$ cat src/tpc_pkg.sv
package tpc_pkg;
	// ------------------------------------------------------------
	// bus and register map
	// ------------------------------------------------------------
	localparam int unsigned APB_AW = 12;
	localparam logic [11:0] OFS_CLOCK_SELECT  = 12'h000;
	localparam logic [11:0] OFS_MODE_CONTROL  = 12'h004;
	localparam logic [11:0] OFS_OUTPUT_CTRL   = 12'h008;
	localparam logic [11:0] OFS_EDGE_MODE     = 12'h00C;
	localparam logic [11:0] OFS_SAMPLE_SELECT = 12'h010;
	localparam logic [11:0] OFS_PROC_CLOCK    = 12'h014;
	localparam logic [11:0] OFS_COMPARE       = 12'h018;
	localparam logic [11:0] OFS_CAPTURE       = 12'h01C;
	localparam logic [11:0] OFS_COUNT         = 12'h020;
	localparam logic [11:0] OFS_PORT_DIR      = 12'h024;
	localparam logic [11:0] OFS_PORT_LATCH    = 12'h028;
	// ------------------------------------------------------------
	// field positions
	// ------------------------------------------------------------
	localparam int unsigned CS_LSB    = 4;
	localparam int unsigned MODE_LSB  = 1;
	localparam int unsigned OVF_BIT   = 0;
	localparam int unsigned TOC_OE    = 0;
	localparam int unsigned TOC_LEVEL = 1;
	localparam int unsigned TOC_FRST  = 2;
	localparam int unsigned TOC_FSET  = 3;
	localparam int unsigned EDGE0_LSB = 2;
	localparam int unsigned PIN_BIT   = 0;
	// ------------------------------------------------------------
	// reset values
	// ------------------------------------------------------------
	localparam logic [7:0]  REG8_RST = 8'h00;
	localparam logic [7:0]  DIR_RST  = 8'hFF;
	localparam logic [15:0] CMP_RST  = 16'hFFFF;
	localparam logic [15:0] CNT_ZERO = 16'h0000;
	localparam logic [15:0] CNT_ONE  = 16'h0001;
	localparam logic [15:0] CNT_MAX  = 16'hFFFF;
	// ------------------------------------------------------------
	// encodings
	// ------------------------------------------------------------
	typedef enum logic [2:0] {
		TPC_MODE_STOP         = 3'b000,
		TPC_MODE_PWM          = 3'b001,
		TPC_MODE_FREE         = 3'b010,
		TPC_MODE_FREE_EDGE    = 3'b011,
		TPC_MODE_RESTART      = 3'b100,
		TPC_MODE_RESTART_EDGE = 3'b101,
		TPC_MODE_INTERVAL     = 3'b110,
		TPC_MODE_INTERVAL_EDGE = 3'b111
	} tpc_mode_t;
	localparam logic [2:0] CS_PIN  = 3'b000;
	localparam logic [2:0] CS_DIV2 = 3'b010;
	localparam logic [2:0] CS_DIV4 = 3'b011;
	localparam logic [2:0] CS_DIV8 = 3'b100;
	localparam logic [1:0] EDGE_FALL = 2'b00;
	localparam logic [1:0] EDGE_RISE = 2'b01;
	localparam logic [1:0] EDGE_BOTH = 2'b11;
	localparam logic [1:0] SCS_CPU    = 2'b00;
	localparam logic [1:0] SCS_DIV128 = 2'b10;
	localparam logic [1:0] SCS_DIV64  = 2'b11;
	// ------------------------------------------------------------
	// prescaler and pwm
	// ------------------------------------------------------------
	localparam int unsigned DIV_W      = 7;
	localparam logic [6:0]  MASK_DIV2   = 7'h01;
	localparam logic [6:0]  MASK_DIV4   = 7'h03;
	localparam logic [6:0]  MASK_DIV8   = 7'h07;
	localparam logic [6:0]  MASK_DIV64  = 7'h3F;
	localparam logic [6:0]  MASK_DIV128 = 7'h7F;
	localparam int unsigned PWM_BASE_W = 8;
	localparam int unsigned PWM_SUB_W  = 6;
	localparam int unsigned PWM_FRAC_LSB = 2;
	localparam int unsigned NUM_INPUTS = 4;
endpackage : tpc_pkg

$ cat src/tpc_tick_if.sv
`timescale 1ns/10ps
interface tpc_tick_if;
	logic count_tick;
	logic sample_tick;
	modport src (output count_tick, output sample_tick);
	modport dst (input count_tick, input sample_tick);
endinterface : tpc_tick_if

$ cat src/tpc_prescaler.sv
`timescale 1ns/10ps
module tpc_prescaler
	import tpc_pkg::*;
(
	input  wire logic       clock_i,
	input  wire logic       nrst_i,
	input  wire logic [2:0] clk_sel_i,
	input  wire logic [1:0] scs_i,
	input  wire logic [2:0] pcc_i,
	input  wire logic       halt_i,
	tpc_tick_if.src         ticks
);
	typedef struct packed {
		logic [DIV_W-1:0] div;
		logic             count_tick;
		logic             sample_tick;
	} tpc_pre_t;

	tpc_pre_t cur_reg;
	tpc_pre_t cur_next;
	logic [7:0] cpu_span;
	logic [DIV_W-1:0] cmask;
	logic [DIV_W-1:0] smask;

	always_comb begin
		cur_next = cur_reg;
		cur_next.div = DIV_W'(cur_reg.div + 7'h01);
		cpu_span = 8'h02 << pcc_i;
		cmask = MASK_DIV8;
		if (clk_sel_i == CS_DIV2) begin // see RL11
			cmask = MASK_DIV2;
		end else if (clk_sel_i == CS_DIV4) begin
			cmask = MASK_DIV4;
		end
		smask = DIV_W'(cpu_span - 8'h01);
		if (scs_i == SCS_DIV128) begin // see RL7
			smask = MASK_DIV128;
		end else if (scs_i == SCS_DIV64) begin
			smask = MASK_DIV64;
		end
		cur_next.count_tick = (cur_reg.div & cmask) == cmask;
		// the processor-derived clock stops in halt, the fixed ones run on
		cur_next.sample_tick = ((cur_reg.div & smask) == smask)
			&& !(halt_i && scs_i != SCS_DIV128 && scs_i != SCS_DIV64); // see RL8
	end

	always_ff @(posedge clock_i or negedge nrst_i) begin
		if (!nrst_i) begin
			cur_reg <= '0;
		end else begin
			cur_reg <= cur_next;
		end
	end

	assign ticks.count_tick = cur_reg.count_tick;
	assign ticks.sample_tick = cur_reg.sample_tick;

	a_halt_sample: assert property (@(posedge clock_i) disable iff (!nrst_i) // see RL8
		(halt_i && scs_i != SCS_DIV128 && scs_i != SCS_DIV64) |=> !cur_reg.sample_tick)
		else $error("sampling clock ran during halt");
endmodule : tpc_prescaler

$ cat src/tpc_edge_filter.sv
`timescale 1ns/10ps
module tpc_edge_filter
	import tpc_pkg::*;
(
	input  wire logic       clock_i,
	input  wire logic       nrst_i,
	input  wire logic       pin_i,
	input  wire logic       sample_i,
	input  wire logic [1:0] edge_sel_i,
	output logic            edge_o
);
	typedef struct packed {
		logic sync1;
		logic sync2;
		logic hist;
		logic level;
		logic edge_hit;
	} tpc_filt_t;

	tpc_filt_t cur_reg;
	tpc_filt_t cur_next;
	logic      want_rise;
	logic      want_fall;

	always_comb begin
		cur_next = cur_reg;
		cur_next.sync1 = pin_i;
		cur_next.sync2 = cur_reg.sync1;
		cur_next.edge_hit = 1'b0;
		want_rise = (edge_sel_i == EDGE_RISE) || (edge_sel_i == EDGE_BOTH); // see RL19
		want_fall = (edge_sel_i == EDGE_FALL) || (edge_sel_i == EDGE_BOTH);
		if (sample_i) begin
			cur_next.hist = cur_reg.sync2;
			// a new level counts only once two samples in a row agree
			if (cur_reg.sync2 == cur_reg.hist && cur_reg.sync2 != cur_reg.level) begin // see RL20
				cur_next.level = cur_reg.sync2;
				cur_next.edge_hit = (want_rise && cur_reg.sync2) || (want_fall && !cur_reg.sync2);
			end
		end
	end

	always_ff @(posedge clock_i or negedge nrst_i) begin
		if (!nrst_i) begin
			cur_reg <= '0;
		end else begin
			cur_reg <= cur_next;
		end
	end

	assign edge_o = cur_reg.edge_hit;

	a_edge_confirm: assert property (@(posedge clock_i) disable iff (!nrst_i) // see RL20
		cur_reg.edge_hit |-> (cur_reg.hist == cur_reg.level) && ($past(cur_reg.hist) == cur_reg.level))
		else $error("edge accepted without two agreeing samples");
endmodule : tpc_edge_filter

$ cat src/tpc_timer.sv
// How it works
// RL1: output control register drives level flop, pwm level, toggle, output; resets zero.
// RL2: force-set and force-reset bits always read back as zero.
// RL3: software stops the timer before rewriting output control.
// RL4: software clears pin direction bit and latch to route timer output.
// RL5: edge register picks edges for inputs zero to two; input three falls.
// RL6: software changes capture edge only while the timer is stopped.
// RL7: sampling select register, reset zero, picks the capture input sample clock.
// RL8: processor-derived sample clock halts in halt mode; divide by 64/128 runs.
// RL9: interval mode clears count on compare match, keeps counting, raises interrupt.
// RL10: interval lasts compare value plus one count clocks.
// RL11: clock select picks pin edges, or main clock divided by 2, 4, 8.
// RL12: pwm mode drives pulses on the output pin set by compare value.
// RL13: software writes pwm width in upper 14 compare bits, low bits zero.
// RL14: in pwm, output control bit 1 sets level, bit 0 enables output.
// RL15: pwm has 14-bit resolution from 2^8 basic and 2^6 sub-cycles.
// RL16: software selects pwm mode before writing the compare register.
// RL17: software never uses pwm with pin edges as count clock.
// RL18: free-running mode copies count to capture on each valid edge, interrupts.
// RL19: capture edge is rising, falling or both via edge register bits 2, 3.
// RL20: capture input is sampled; edge accepted after two equal new samples.
// RL21: restart mode captures count on valid edge, then clears and recounts.
// RL22: stop mode code holds count at zero.
// RL23: software writes only nonzero compare values.
// RL24: edge during capture read keeps old capture yet still interrupts.
// RL25: match and capture interrupts are one-clock pulses per event.
//
// Added by the designer: the APB register port and the placing of the registers.
`timescale 1ns/10ps
module tpc_timer
	import tpc_pkg::*;
(
	input  wire logic              clock_i,
	input  wire logic              nrst_i,
	input  wire logic              psel_i,
	input  wire logic              penable_i,
	input  wire logic              pwrite_i,
	input  wire logic [APB_AW-1:0] paddr_i,
	input  wire logic [31:0]       pwdata_i,
	output logic [31:0]            prdata_o,
	output logic                   pready_o,
	output logic                   pslverr_o,
	input  wire logic              event_pin_i,
	input  wire logic [2:0]        ext_int_pin_i,
	input  wire logic              cpu_halt_i,
	output logic                   timer_pin_o,
	output logic                   timer_pin_oe_n_o,
	output logic                   match_irq_o,
	output logic                   capture_irq_o,
	output logic [2:0]             ext_irq_o
);
	// ------------------------------------------------------------
	// state
	// ------------------------------------------------------------
	typedef struct packed {
		logic [2:0]  clk_sel;
		tpc_mode_t   mode;
		logic        ovf;
		logic [1:0]  toc;
		logic [7:0]  edge_sel;
		logic [1:0]  sampling_clock_select;
		logic [2:0]  processor_clock_control;
		logic [15:0] cmp;
		logic [15:0] cap;
		logic [15:0] count;
		logic [7:0]  dir;
		logic [7:0]  latch;
		logic        lvl;
		logic        tout;
		logic        match_irq;
		logic        cap_irq;
		logic [2:0]  ext_irq;
		logic        pready;
		logic        pslverr;
		logic [31:0] prdata;
		logic        pin_o;
		logic        pin_oe_n;
	} tpc_core_t;

	localparam tpc_core_t CORE_RST = '{
		mode:     TPC_MODE_STOP,
		edge_sel: REG8_RST,
		cmp:      CMP_RST,
		dir:      DIR_RST,
		latch:    REG8_RST,
		pin_oe_n: 1'b1,
		default:  '0
	};

	tpc_core_t cur_reg;
	tpc_core_t cur_next;

	// ------------------------------------------------------------
	// clocks and edge filters
	// ------------------------------------------------------------
	tpc_tick_if ticks ();

	tpc_prescaler u_prescaler (
		.clock_i   (clock_i),
		.nrst_i    (nrst_i),
		.clk_sel_i (cur_reg.clk_sel),
		.scs_i     (cur_reg.sampling_clock_select),
		.pcc_i     (cur_reg.processor_clock_control),
		.halt_i    (cpu_halt_i),
		.ticks     (ticks.src)
	);

	logic [NUM_INPUTS-1:0]       pins;
	logic [NUM_INPUTS-1:0]       edges;
	logic [NUM_INPUTS-1:0][1:0]  esel;

	assign pins = {ext_int_pin_i, event_pin_i};

	genvar g;
	generate
		for (g = 0; g < NUM_INPUTS; g++) begin : g_filt
			if (g == NUM_INPUTS - 1) begin : g_fixed
				assign esel[g] = EDGE_FALL; // see RL5
			end else begin : g_prog
				assign esel[g] = cur_reg.edge_sel[EDGE0_LSB + 2 * g +: 2]; // see RL5
			end
			tpc_edge_filter u_filt (
				.clock_i    (clock_i),
				.nrst_i     (nrst_i),
				.pin_i      (pins[g]),
				.sample_i   ((g == 0) ? ticks.sample_tick : 1'b1),
				.edge_sel_i (esel[g]),
				.edge_o     (edges[g])
			);
		end
	endgenerate

	// ------------------------------------------------------------
	// pwm waveform
	// ------------------------------------------------------------
	logic [PWM_SUB_W-1:0] sub_rev;

	generate
		for (g = 0; g < PWM_SUB_W; g++) begin : g_rev
			// bit-reversed sub-cycle index spreads the extra clocks evenly
			assign sub_rev[g] = cur_reg.count[PWM_BASE_W + PWM_SUB_W - 1 - g]; // see RL15
		end
	endgenerate

	logic             pwm_add;
	logic [PWM_BASE_W:0] pwm_width;
	logic             pwm_active;

	assign pwm_add = sub_rev < cur_reg.cmp[PWM_FRAC_LSB +: PWM_SUB_W]; // see RL15
	assign pwm_width = (PWM_BASE_W + 1)'({1'b0, cur_reg.cmp[15 -: PWM_BASE_W]} + {{PWM_BASE_W{1'b0}}, pwm_add});
	assign pwm_active = {1'b0, cur_reg.count[PWM_BASE_W-1:0]} < pwm_width;

	// ------------------------------------------------------------
	// next state
	// ------------------------------------------------------------
	logic        setup;
	logic        wr;
	logic        cap_read;
	logic        tick;
	logic        running;
	logic        is_pwm;
	logic        is_interval;
	logic        is_restart;
	logic        hit;
	logic        ovf_set;
	logic [31:0] rd;
	logic        mapped;

	always_comb begin
		cur_next = cur_reg;
		cur_next.match_irq = 1'b0;
		cur_next.cap_irq = 1'b0;
		setup = psel_i && !penable_i;
		wr = psel_i && penable_i && pwrite_i && cur_reg.pready;
		cap_read = psel_i && !pwrite_i && paddr_i == OFS_CAPTURE;
		tick = (cur_reg.clk_sel == CS_PIN) ? edges[0] : ticks.count_tick; // see RL11
		running = cur_reg.mode != TPC_MODE_STOP;
		is_pwm = cur_reg.mode == TPC_MODE_PWM;
		is_interval = cur_reg.mode inside {TPC_MODE_INTERVAL, TPC_MODE_INTERVAL_EDGE};
		is_restart = cur_reg.mode inside {TPC_MODE_RESTART, TPC_MODE_RESTART_EDGE};
		hit = running && tick && cur_reg.count == cur_reg.cmp;
		ovf_set = running && tick && cur_reg.count == CNT_MAX;
		// counter
		if (!running) begin
			cur_next.count = CNT_ZERO; // see RL22
		end else if (tick) begin
			if (hit && is_interval) begin
				cur_next.count = CNT_ZERO; // see RL9 RL10
			end else begin
				cur_next.count = 16'(cur_reg.count + CNT_ONE);
			end
		end
		cur_next.match_irq = hit; // see RL9 RL25
		// capture
		if (running && !is_pwm && edges[0]) begin
			if (!cap_read) begin
				cur_next.cap = cur_reg.count; // see RL18 RL21 RL24
			end
			if (is_restart) begin
				cur_next.count = CNT_ZERO; // see RL21
			end
		end
		cur_next.cap_irq = edges[0]; // see RL18 RL24 RL25
		cur_next.ext_irq = edges[NUM_INPUTS-1:1]; // see RL5
		// output level flop toggles on match, and on edges in the edge modes
		if (running && !is_pwm && cur_reg.toc[TOC_OE] && cur_reg.toc[TOC_LEVEL]) begin // see RL1
			if (hit || (cur_reg.mode[0] && edges[0])) begin
				cur_next.lvl = !cur_reg.lvl;
			end
		end
		// register writes
		if (wr) begin
			unique case (paddr_i)
				OFS_CLOCK_SELECT: cur_next.clk_sel = pwdata_i[CS_LSB +: 3];
				OFS_MODE_CONTROL: begin
					cur_next.mode = tpc_mode_t'(pwdata_i[MODE_LSB +: 3]);
					cur_next.ovf = pwdata_i[OVF_BIT];
				end
				OFS_OUTPUT_CTRL: begin
					cur_next.toc = pwdata_i[TOC_LEVEL:TOC_OE]; // see RL1 RL14
					if (pwdata_i[TOC_FSET]) begin
						cur_next.lvl = 1'b1;
					end else if (pwdata_i[TOC_FRST]) begin
						cur_next.lvl = 1'b0;
					end
				end
				OFS_EDGE_MODE:     cur_next.edge_sel = {pwdata_i[7:EDGE0_LSB], 2'b00}; // see RL5
				OFS_SAMPLE_SELECT: cur_next.sampling_clock_select = pwdata_i[1:0]; // see RL7
				OFS_PROC_CLOCK:    cur_next.processor_clock_control = pwdata_i[2:0];
				OFS_COMPARE:       cur_next.cmp = pwdata_i[15:0];
				OFS_PORT_DIR:      cur_next.dir = pwdata_i[7:0];
				OFS_PORT_LATCH:    cur_next.latch = pwdata_i[7:0];
				default: begin
				end
			endcase
		end
		// hardware set wins over a software clear
		if (ovf_set) begin
			cur_next.ovf = 1'b1;
		end
		// timer output
		if (is_pwm) begin
			cur_next.tout = cur_reg.toc[TOC_OE] && (pwm_active ^ cur_reg.toc[TOC_LEVEL]); // see RL12 RL14
		end else begin
			cur_next.tout = cur_reg.toc[TOC_OE] && cur_reg.lvl; // see RL1
		end
		cur_next.pin_o = cur_reg.latch[PIN_BIT] | cur_reg.tout;
		cur_next.pin_oe_n = cur_reg.dir[PIN_BIT];
		// apb read mux, taken in the setup cycle
		mapped = 1'b1;
		unique case (paddr_i)
			OFS_CLOCK_SELECT:  rd = 32'(cur_reg.clk_sel) << CS_LSB;
			OFS_MODE_CONTROL:  rd = 32'({cur_reg.mode, cur_reg.ovf});
			OFS_OUTPUT_CTRL:   rd = 32'(cur_reg.toc); // see RL2
			OFS_EDGE_MODE:     rd = 32'(cur_reg.edge_sel);
			OFS_SAMPLE_SELECT: rd = 32'(cur_reg.sampling_clock_select);
			OFS_PROC_CLOCK:    rd = 32'(cur_reg.processor_clock_control);
			OFS_COMPARE:       rd = 32'(cur_reg.cmp);
			OFS_CAPTURE:       rd = 32'(cur_reg.cap);
			OFS_COUNT:         rd = 32'(cur_reg.count);
			OFS_PORT_DIR:      rd = 32'(cur_reg.dir);
			OFS_PORT_LATCH:    rd = 32'(cur_reg.latch);
			default: begin
				rd = 32'h0000_0000;
				mapped = 1'b0;
			end
		endcase
		cur_next.pready = setup;
		cur_next.pslverr = setup && !mapped;
		cur_next.prdata = (setup && !pwrite_i) ? rd : 32'h0000_0000;
	end

	always_ff @(posedge clock_i or negedge nrst_i) begin
		if (!nrst_i) begin
			cur_reg <= CORE_RST;
		end else begin
			cur_reg <= cur_next;
		end
	end

	// ------------------------------------------------------------
	// outputs
	// ------------------------------------------------------------
	assign prdata_o = cur_reg.prdata;
	assign pready_o = cur_reg.pready;
	assign pslverr_o = cur_reg.pslverr;
	assign timer_pin_o = cur_reg.pin_o;
	assign timer_pin_oe_n_o = cur_reg.pin_oe_n;
	assign match_irq_o = cur_reg.match_irq;
	assign capture_irq_o = cur_reg.cap_irq;
	assign ext_irq_o = cur_reg.ext_irq;

	// ------------------------------------------------------------
	// checks
	// ------------------------------------------------------------
	a_stop_holds_zero: assert property (@(posedge clock_i) disable iff (!nrst_i) // see RL22
		(cur_reg.mode == TPC_MODE_STOP && $past(cur_reg.mode) == TPC_MODE_STOP) |-> cur_reg.count == CNT_ZERO)
		else $error("count not zero while stopped");

	a_interval_clear: assert property (@(posedge clock_i) disable iff (!nrst_i) // see RL9
		(is_interval && tick && cur_reg.count == cur_reg.cmp && !(is_restart && edges[0]))
		|=> (cur_reg.count == CNT_ZERO) && match_irq_o)
		else $error("interval match did not clear and interrupt");

	a_force_bits_zero: assert property (@(posedge clock_i) disable iff (!nrst_i) // see RL2
		(cur_reg.pready && psel_i && !pwrite_i && paddr_i == OFS_OUTPUT_CTRL)
		|-> !prdata_o[TOC_FSET] && !prdata_o[TOC_FRST])
		else $error("force bits read back nonzero");

	a_capture_hold: assert property (@(posedge clock_i) disable iff (!nrst_i) // see RL24
		(edges[0] && cap_read && running && !is_pwm) |=> (cur_reg.cap == $past(cur_reg.cap)) && capture_irq_o)
		else $error("capture changed during read or no interrupt");

	a_restart_clear: assert property (@(posedge clock_i) disable iff (!nrst_i) // see RL21
		(is_restart && edges[0] && !cap_read) |=> (cur_reg.count == CNT_ZERO) && (cur_reg.cap == $past(cur_reg.count)))
		else $error("restart edge did not capture and clear");

	a_free_capture: assert property (@(posedge clock_i) disable iff (!nrst_i) // see RL18
		(cur_reg.mode == TPC_MODE_FREE && edges[0] && !cap_read) |=> (cur_reg.cap == $past(cur_reg.count)) ##1 !capture_irq_o)
		else $error("free-running capture wrong");

	a_irq_pulse: assert property (@(posedge clock_i) disable iff (!nrst_i) // see RL25
		match_irq_o |=> !match_irq_o)
		else $error("match interrupt longer than one clock");

	a_pwm_disabled: assert property (@(posedge clock_i) disable iff (!nrst_i) // see RL14
		(is_pwm && !cur_reg.toc[TOC_OE]) |=> !cur_reg.tout)
		else $error("pwm output active while disabled");

	a_overflow_set: assert property (@(posedge clock_i) disable iff (!nrst_i)
		ovf_set |=> cur_reg.ovf)
		else $error("overflow flag not set");
endmodule : tpc_timer

$ cat config.mk
export PLATFORM = sky130hd
export DESIGN_NAME = tpc_timer
export DESIGN_NICKNAME = d
export VERILOG_FILES = /design/src/tpc_pkg.sv /design/src/tpc_tick_if.sv /design/src/tpc_prescaler.sv /design/src/tpc_edge_filter.sv /design/src/tpc_timer.sv
export SDC_FILE = /design/constraint.sdc
export NUM_CORES = 1
export LEC_CHECK = 0
export BUFFER_PORTS_ARGS = -buffer_cell sky130_fd_sc_hd__buf_4
export CORE_ASPECT_RATIO = 0.7
export CORE_MARGIN = 2
export CORE_UTILIZATION = 54
export DETAILED_ROUTE_END_ITERATION = 10
export PLACE_DENSITY = 0.76
export SYNTH_ARGS = -nofsm -noshare
export SYNTH_HDL_FRONTEND = slang
export SYNTH_SLANG_ARGS = --single-unit
$ cat constraint.sdc
create_clock -name clock_i -period 5 [get_ports clock_i]
set_input_delay 0.25 -clock clock_i [delete_from_list [all_inputs] [get_ports clock_i]]
set_output_delay 0.25 -clock clock_i [all_outputs]
set_load 0.01 [all_outputs]
==> run_results.csv, run 1 <==
group,metric,value,unit
sta,finalHoldViolCount,0,
die,chipWidth,140.5,µm
setup_path,rr_worst_depth,18,
cts,clk_latency,420,ps
power_and_ir_drop,combinationalPowerShare,3.9,%
yosys,synth.top_cell.area_share,40.85,%
yosys,synth_top_area_cell,"dfrtp_1",
setup_path,cp-start-kind,"flop",
power_and_ir_drop,total_power,2.482,mW
setup_path,crit_type,"flop to flop",
setup_path,reg2reg_from,"cur_reg[94]",
power_and_ir_drop,power.leakage,3.776,nW
cts,root_buffer,"clkbuf_16",
power_and_ir_drop,peakVddDrop,0.2416,mV
power_and_ir_drop,pwr-share-seq,46.3,%
min_path,hp-start,"pwdata_i[14]",
grt,antenna_found_initial,0,
routing,routedWlPerCell,20.18,µm
yosys,postSynthAreaPerCell,11.40,µm²
die,fp-row-count,34,
grt,grt_max_degree,76,
place,dpl.hpwl,11.60,mm
setup_path,crit_required,5330,ps
final_layout,regArea,3535,µm²
routing,vias_per_cell,6.002,
final_layout,nets,740,
final_layout,multi_input_area,3133,µm²
sta,worst_pin_slew,1218,ps
die,initial_utilization,55.94,%
final_layout,area_growth,14.26,%
min_path,holdPathStages,2,
die,die_h,99.56,µm
sta,finalSetupTns,0,ps
final_layout,drive_gt1_share,29.10,%
setup_path,worstSetupEndpointType,"flop",
cts,clockBufferDepth,2,
grt,grt_pass1_wl,27.37,mm
grt,use_met3,6.018,%
outcome,outcome,"finished, final reports clean",
min_path,hold_path_class,"primary input to flop",
power_and_ir_drop,swShare,24.27,%
grt,first_global_vias,5073,
final_layout,final_util,63.92,%
yosys,synth_mux_area_share,12.01,%
final_layout,diodes,0,
grt,busiest_layer,"met2",
power_and_ir_drop,p_sw,0.6023,mW
place,placed_area,7418,µm²
setup_path,regToRegSetupSlack,860,ps
routing,vias,5036,
yosys,async_reset_ff_share,100.0,%
sta,timing.fmax,241.6,MHz
routing,drt_wl_total,16.93,mm
job,cap_violations,0,
setup_path,worstPathArrival,4470,ps
routing,drtIter0Drc,494,
cts,cts_buffers,17,
cts,cts_tree,"built",
setup_path,path_max_fanout,3,
yosys,synth_top_family_by_area,"simple AND/OR/NAND/NOR gates",
final_layout,fin_area,8049,µm²
routing,first_pass_iters,6,
final_layout,layout_commonest_cell,"dfrtp_1",
sta,setup_viol,0,
min_path,min_to,"cur_reg[105]",
cts,clock-sinks,140,
yosys,yosysWarningCount,0,
yosys,synth_compound_area_share,8.792,%
yosys,synth-seq-cells,140,
place,placement.io_buffers,62,
grt,track_usage,25.45,%
cts,clk_pin_slew,60,ps
grt,use_met2,39.33,%
power_and_ir_drop,power-per-cell-area,308.3,nW/µm²
yosys,netlist_top_cells_area,"dfrtp_1, dfstp_2, mux2_2",
yosys,yosys.area_share.xor_xnor,5.346,%
sta,grt_setup_unrepaired,"no",
place,place_congestion,0.9250,
sta,setup_ws,861.4,ps
sta,layout_min_cycle_time,4139,ps
yosys,synth_seq_area_share,50.18,%
final_layout,fillers,978,
yosys,synth_ff_type,"dfrtp_1",
grt,use_met1,36.52,%
setup_path,r2r_end,"cur_reg[41]",
power_and_ir_drop,internal_power,1.879,mW
cts,h-tree-depth,4,
routing,ant_nets,0,
yosys,syn_inst,618,
die,ioPinCount,95,
yosys,synth_area,7044,µm²
final_layout,largest_reg_flops,85,
sta,fin_skew,6.297,ps
power_and_ir_drop,p_clk_share,49.8,%
place,place_ws,1027,ps
die,core,12590,µm²
sta,slew_violations,0,
yosys,synth_fa_ha_area_share,4.334,%
routing,drc,0,
yosys,ys_types,64,
yosys,synth_edf_count,0,
final_layout,mostFrequentLayoutCells,"dfrtp_1, buf_4, nor2_1",
sta,relSlewSlack,18.49,%
die,die-area,13990,µm²
yosys,synth-simple-area-share,13.14,%
sta,post-route-period-util,82.77,%
grt,grt_overflow,0,
cts,post_cts_buffers,0,
synthesized netlist by cell type (3+ instances only):
| library cell | count |
|---|---|
| a21o_1 | 6 |
| a21oi_1 | 18 |
| a221oi_1 | 5 |
| a222oi_1 | 8 |
| a22oi_1 | 5 |
| a31oi_1 | 3 |
| and3_1 | 4 |
| and4_1 | 3 |
| buf_2 | 3 |
| buf_4 | 36 |
| clkbuf_1 | 13 |
| dfrtp_1 | 115 |
| dfstp_2 | 25 |
| ha_1 | 22 |
| inv_1 | 17 |
| maj3_1 | 3 |
| mux2_2 | 49 |
| mux2_4 | 10 |
| mux2i_1 | 11 |
| nand2_1 | 38 |
| nand2b_1 | 6 |
| nand3_1 | 14 |
| nand3_4 | 3 |
| nand4_1 | 9 |
| nor2_1 | 61 |
| nor2b_1 | 7 |
| nor3_1 | 6 |
| nor3_2 | 3 |
| nor4_1 | 3 |
| o211ai_1 | 4 |
| o21ai_0 | 23 |
| o22ai_1 | 4 |
| xnor2_1 | 17 |
| xor2_1 | 26 |
power groups by stage:
| stage | clock network (mW) | registers, mW | logic, mW |
|---|---|---|---|
| finish | 1.24 | 1.15 | 0.0960 |
| global route | 1.30 | 1.15 | 0.105 |
| CTS | 1.25 | 1.15 | 0.0964 |
| detailed placement | 0 | 1.17 | 0.0932 |
| global placement | 0 | 1.17 | 0.0906 |
| floorplan | 0 | 1.17 | 0.0389 |
stage by stage:
stage               hold slack (ps)  cells
floorplan                    -45.59    633
global placement              296.5    802
detailed placement            302.3    802
CTS                           43.83    839
global route                  43.03    839
finish                        46.63    839
layer usage:
layer  share of wire, %  up-vias
met3                8.9       26
met4                1.4        0
met5                  0        -
li1                   -     2231
met1                 44     2545
met2                 46      234
critical path: stages (launching register included):
cell     delay (ps)
dfstp_2         550
inv_1            70
ha_1            270
a21o_1          160
a21o_1          190
a21o_1          180
a21o_1          180
a21oi_1         270
ha_1            260
ha_1            220
nand3_1         100
xor2_1          160
ha_1            310
a21o_1          180
a21oi_1         160
nor2b_1          70
o41a_1          410
xor2_1          160
o21ai_0         170
timing repair:
item | in CTS | in global routing
hold buffers | 5 | 0
hold endpoints to repair | 69 | 0
gates resized for setup | 0 | 0
worst max-delay path by stage:
stage	to	start	slack, ps
global route	cur_reg[41]	cur_reg[94]	670
floorplan	cur_reg[41]	cur_reg[94]	1450
CTS	cur_reg[41]	cur_reg[94]	900
finish	cur_reg[41]	cur_reg[94]	860
detailed placement	cur_reg[41]	cur_reg[94]	1030
global placement	cur_reg[41]	cur_reg[94]	1140
cells by family after synthesis:
family,after synthesis
AO/OA/AOI/OAI,90
AND/OR/NAND/NOR,173
adder cells (fa/ha/maj),25
other,1
multiplexers,72
buffers and inverters,74
XOR/XNOR,43
flip-flops,140
area by class of cell:
cell class	count	area share, %
Tap cell	162	2.518
Sequential cell	140	43.91
Multi-Input combinational cell	419	38.92
Timing Repair Buffer	69	6.638
Clock inverter	15	1.928
Clock buffer	17	5.285
Inverter	17	0.7928
Note: power is estimated with default switching activity, not from simulation.
==> run 2: changes to the inputs <==
--- a/config.mk
+++ b/config.mk
@@ -8,7 +8,7 @@
 export BUFFER_PORTS_ARGS = -buffer_cell sky130_fd_sc_hd__buf_4
 export CORE_ASPECT_RATIO = 0.7
 export CORE_MARGIN = 2
-export CORE_UTILIZATION = 54
+export CORE_UTILIZATION = 52
 export DETAILED_ROUTE_END_ITERATION = 10
 export PLACE_DENSITY = 0.76
 export SYNTH_ARGS = -nofsm -noshare
==> constraint.sdc (replaced) <==
create_clock -name clock_i -period 3.73 [get_ports clock_i]
set_input_delay 0.1865 -clock clock_i [delete_from_list [all_inputs] [get_ports clock_i]]
set_output_delay 0.1865 -clock clock_i [all_outputs]
set_load 0.01 [all_outputs]
==> run 2 against run 1 <==
  * Sequential power rose by 34%
  * Hold slack lost 31 ps
  * Critical path depth stayed put
  * Fmax rose by 12%
  * Final cell count up 4.9%
  * Die area rose by 3.7%
  * Worst setup slack worse by 830 ps
  * Largest cell class unchanged
==> run_results.csv, run 2 (synthesis gave the netlist of run 1 again) <==
group,metric,value,unit
outcome,outcome,"finished, final reports clean",
grt,grt_overflow,0,
routing,drc,0,
cts,clock-sinks,140,
final_layout,mostFrequentLayoutCells,"dfrtp_1, buf_4, nor2_1",
cts,cts_tree,"built",
power_and_ir_drop,swShare,23.96,%
sta,relSlewSlack,42.84,%
routing,vias_per_cell,5.752,
die,initial_utilization,53.44,%
die,chipWidth,143.1,µm
power_and_ir_drop,p_sw,0.8174,mW
grt,grt_pass1_wl,27.52,mm
sta,holdWs,15.25,ps
sta,finalSetupTns,0,ps
power_and_ir_drop,p_clk_share,50.9,%
die,die_h,101.4,µm
routing,ant_nets,0,
grt,track_usage,25.24,%
final_layout,area_growth,17.82,%
power_and_ir_drop,power.leakage,3.871,nW
die,die-area,14510,µm²
sta,finalHoldViolCount,0,
sta,fin_skew,7.798,ps
power_and_ir_drop,combinationalPowerShare,4.0,%
sta,worst_pin_slew,857.4,ps
setup_path,worstSetupEndpointType,"flop",
power_and_ir_drop,power-per-cell-area,411.1,nW/µm²
cts,root_buffer,"clkbuf_16",
setup_path,path_max_fanout,2,
place,place_congestion,0.8891,
place,placement.io_buffers,62,
setup_path,regToRegSetupSlack,30,ps
final_layout,drive_gt1_share,31.08,%
grt,first_global_vias,5085,
grt,antenna_found_initial,0,
cts,cts_buffers,17,
die,ioPinCount,95,
grt,grt_max_degree,93,
power_and_ir_drop,peakVddDrop,0.3288,mV
power_and_ir_drop,pwr-share-seq,45.2,%
sta,layout_min_cycle_time,3699,ps
min_path,hold_path_class,"primary input to flop",
place,dpl.hpwl,11.47,mm
sta,timing.fmax,270.3,MHz
routing,first_pass_iters,5,
setup_path,crit_required,4040,ps
sta,slew_violations,0,
routing,drt_wl_total,16.95,mm
cts,clk_latency,430,ps
setup_path,crit_type,"flop to flop",
sta,post-route-period-util,99.17,%
final_layout,largest_reg_flops,85,
die,fp-row-count,35,
sta,grt_setup_unrepaired,"yes",
final_layout,final_cells,880,
final_layout,final_util,62.96,%
cts,clockBufferDepth,2,
cts,h-tree-depth,4,
final_layout,layout_commonest_cell,"dfrtp_1",
sta,setup_viol,0,
final_layout,diodes,0,
routing,routedWlPerCell,19.26,µm
routing,drtIter0Drc,554,
power_and_ir_drop,total_power,3.412,mW
setup_path,cp-start-kind,"flop",
die,core,13180,µm²
place,placedCellCount,832,
setup_path,worstPathArrival,4010,ps
final_layout,nets,758,
routing,vias,5062,
cts,clk_pin_slew,60,ps
job,cap_violations,0,
power_and_ir_drop,internal_power,2.595,mW
run 2: cell types whose count changed in the layout (fill, tap and decap cells not counted), sizes merged:
cell / change
buf: +10
dlygate4sd3: +8
bufinv: +1
clkinvlp: -1
clkinv: -2
inv: +2
run 2: per-stage QoR:
stage / instance area [µm²] / setup slack (ps)
after floorplan: 7101 / 182.1
after global placement: 7500 / -17.51
after detailed placement: 7500 / -95.99
after CTS: 8268 / 2.694
after global routing: 8299 / -123.1
final: 8299 / 31.04
run 2: layer usage:
layer / up-vias / part of all wire (%) / global-route usage, %
li1: 2269 / - / -
met4: 0 / 1.8 / 8.606
met3: 25 / 8.4 / 6.761
met2: 222 / 46 / 37.43
met5: - / 0 / 0
met1: 2546 / 44 / 36.20
run 2: power groups by stage:
stage          Combinational (mW)  Sequential [mW]  Clock (mW)
3_3_place_gp                0.123             1.57           0
2_1_floorplan              0.0522             1.57           0
4_1_cts                     0.137             1.54        1.75
3_5_place_dp                0.125             1.57           0
5_1_grt                     0.149             1.54        1.83
6_report                    0.136             1.54        1.74
run 2: critical path, stage by stage, from the launching register on:
cell and delay [ps]:
dfstp_2 540, inv_2 50, ha_4 210, a21o_1 160, a21o_1 150, a21o_1 160
a21o_1 170, a21oi_2 180, ha_2 230, ha_4 140, nand3_2 80, xor2_1 170
ha_1 310, a21o_1 200, a21oi_2 130, nor2b_1 60, o41a_1 410, xor2_1 170
o21ai_1 80
run 2: final timing paths:
path	end	startpoint	cells past startpoint
max in group asynchronous	cur_reg[55]	nrst_i	3
min in group asynchronous	g_filt[3].u_filt.cur_reg[1]	nrst_i	2
setup reg to reg	cur_reg[41]	cur_reg[94]	18
hold reg to reg	g_filt[3].u_filt.cur_reg[3]	g_filt[3].u_filt.cur_next[3]	0
hold / removal	cur_reg[98]	pwdata_i[7]	3
setup / recovery	cur_reg[41]	cur_reg[94]	18
run 2: what timing repair did:
item | 4_1_cts | 5_1_grt
pin swaps | 4 | 11
setup buffers | 2 | 1
setup endpoints to repair | 1 | 1
endpoints found under the hold margin | 87 | 0
hold buffers | 13 | 0
resized for setup | 6 | 5
run 2: cell type report:
class,count,area [µm²]
flip-flops and latches,140,3535
inverters,17,63.81
well taps,185,231.5
multi-input cells,419,3178
clock buffers,17,425.4
repair buffers,87,689.4
fillers,1006,4882
clock inverters,15,176.4
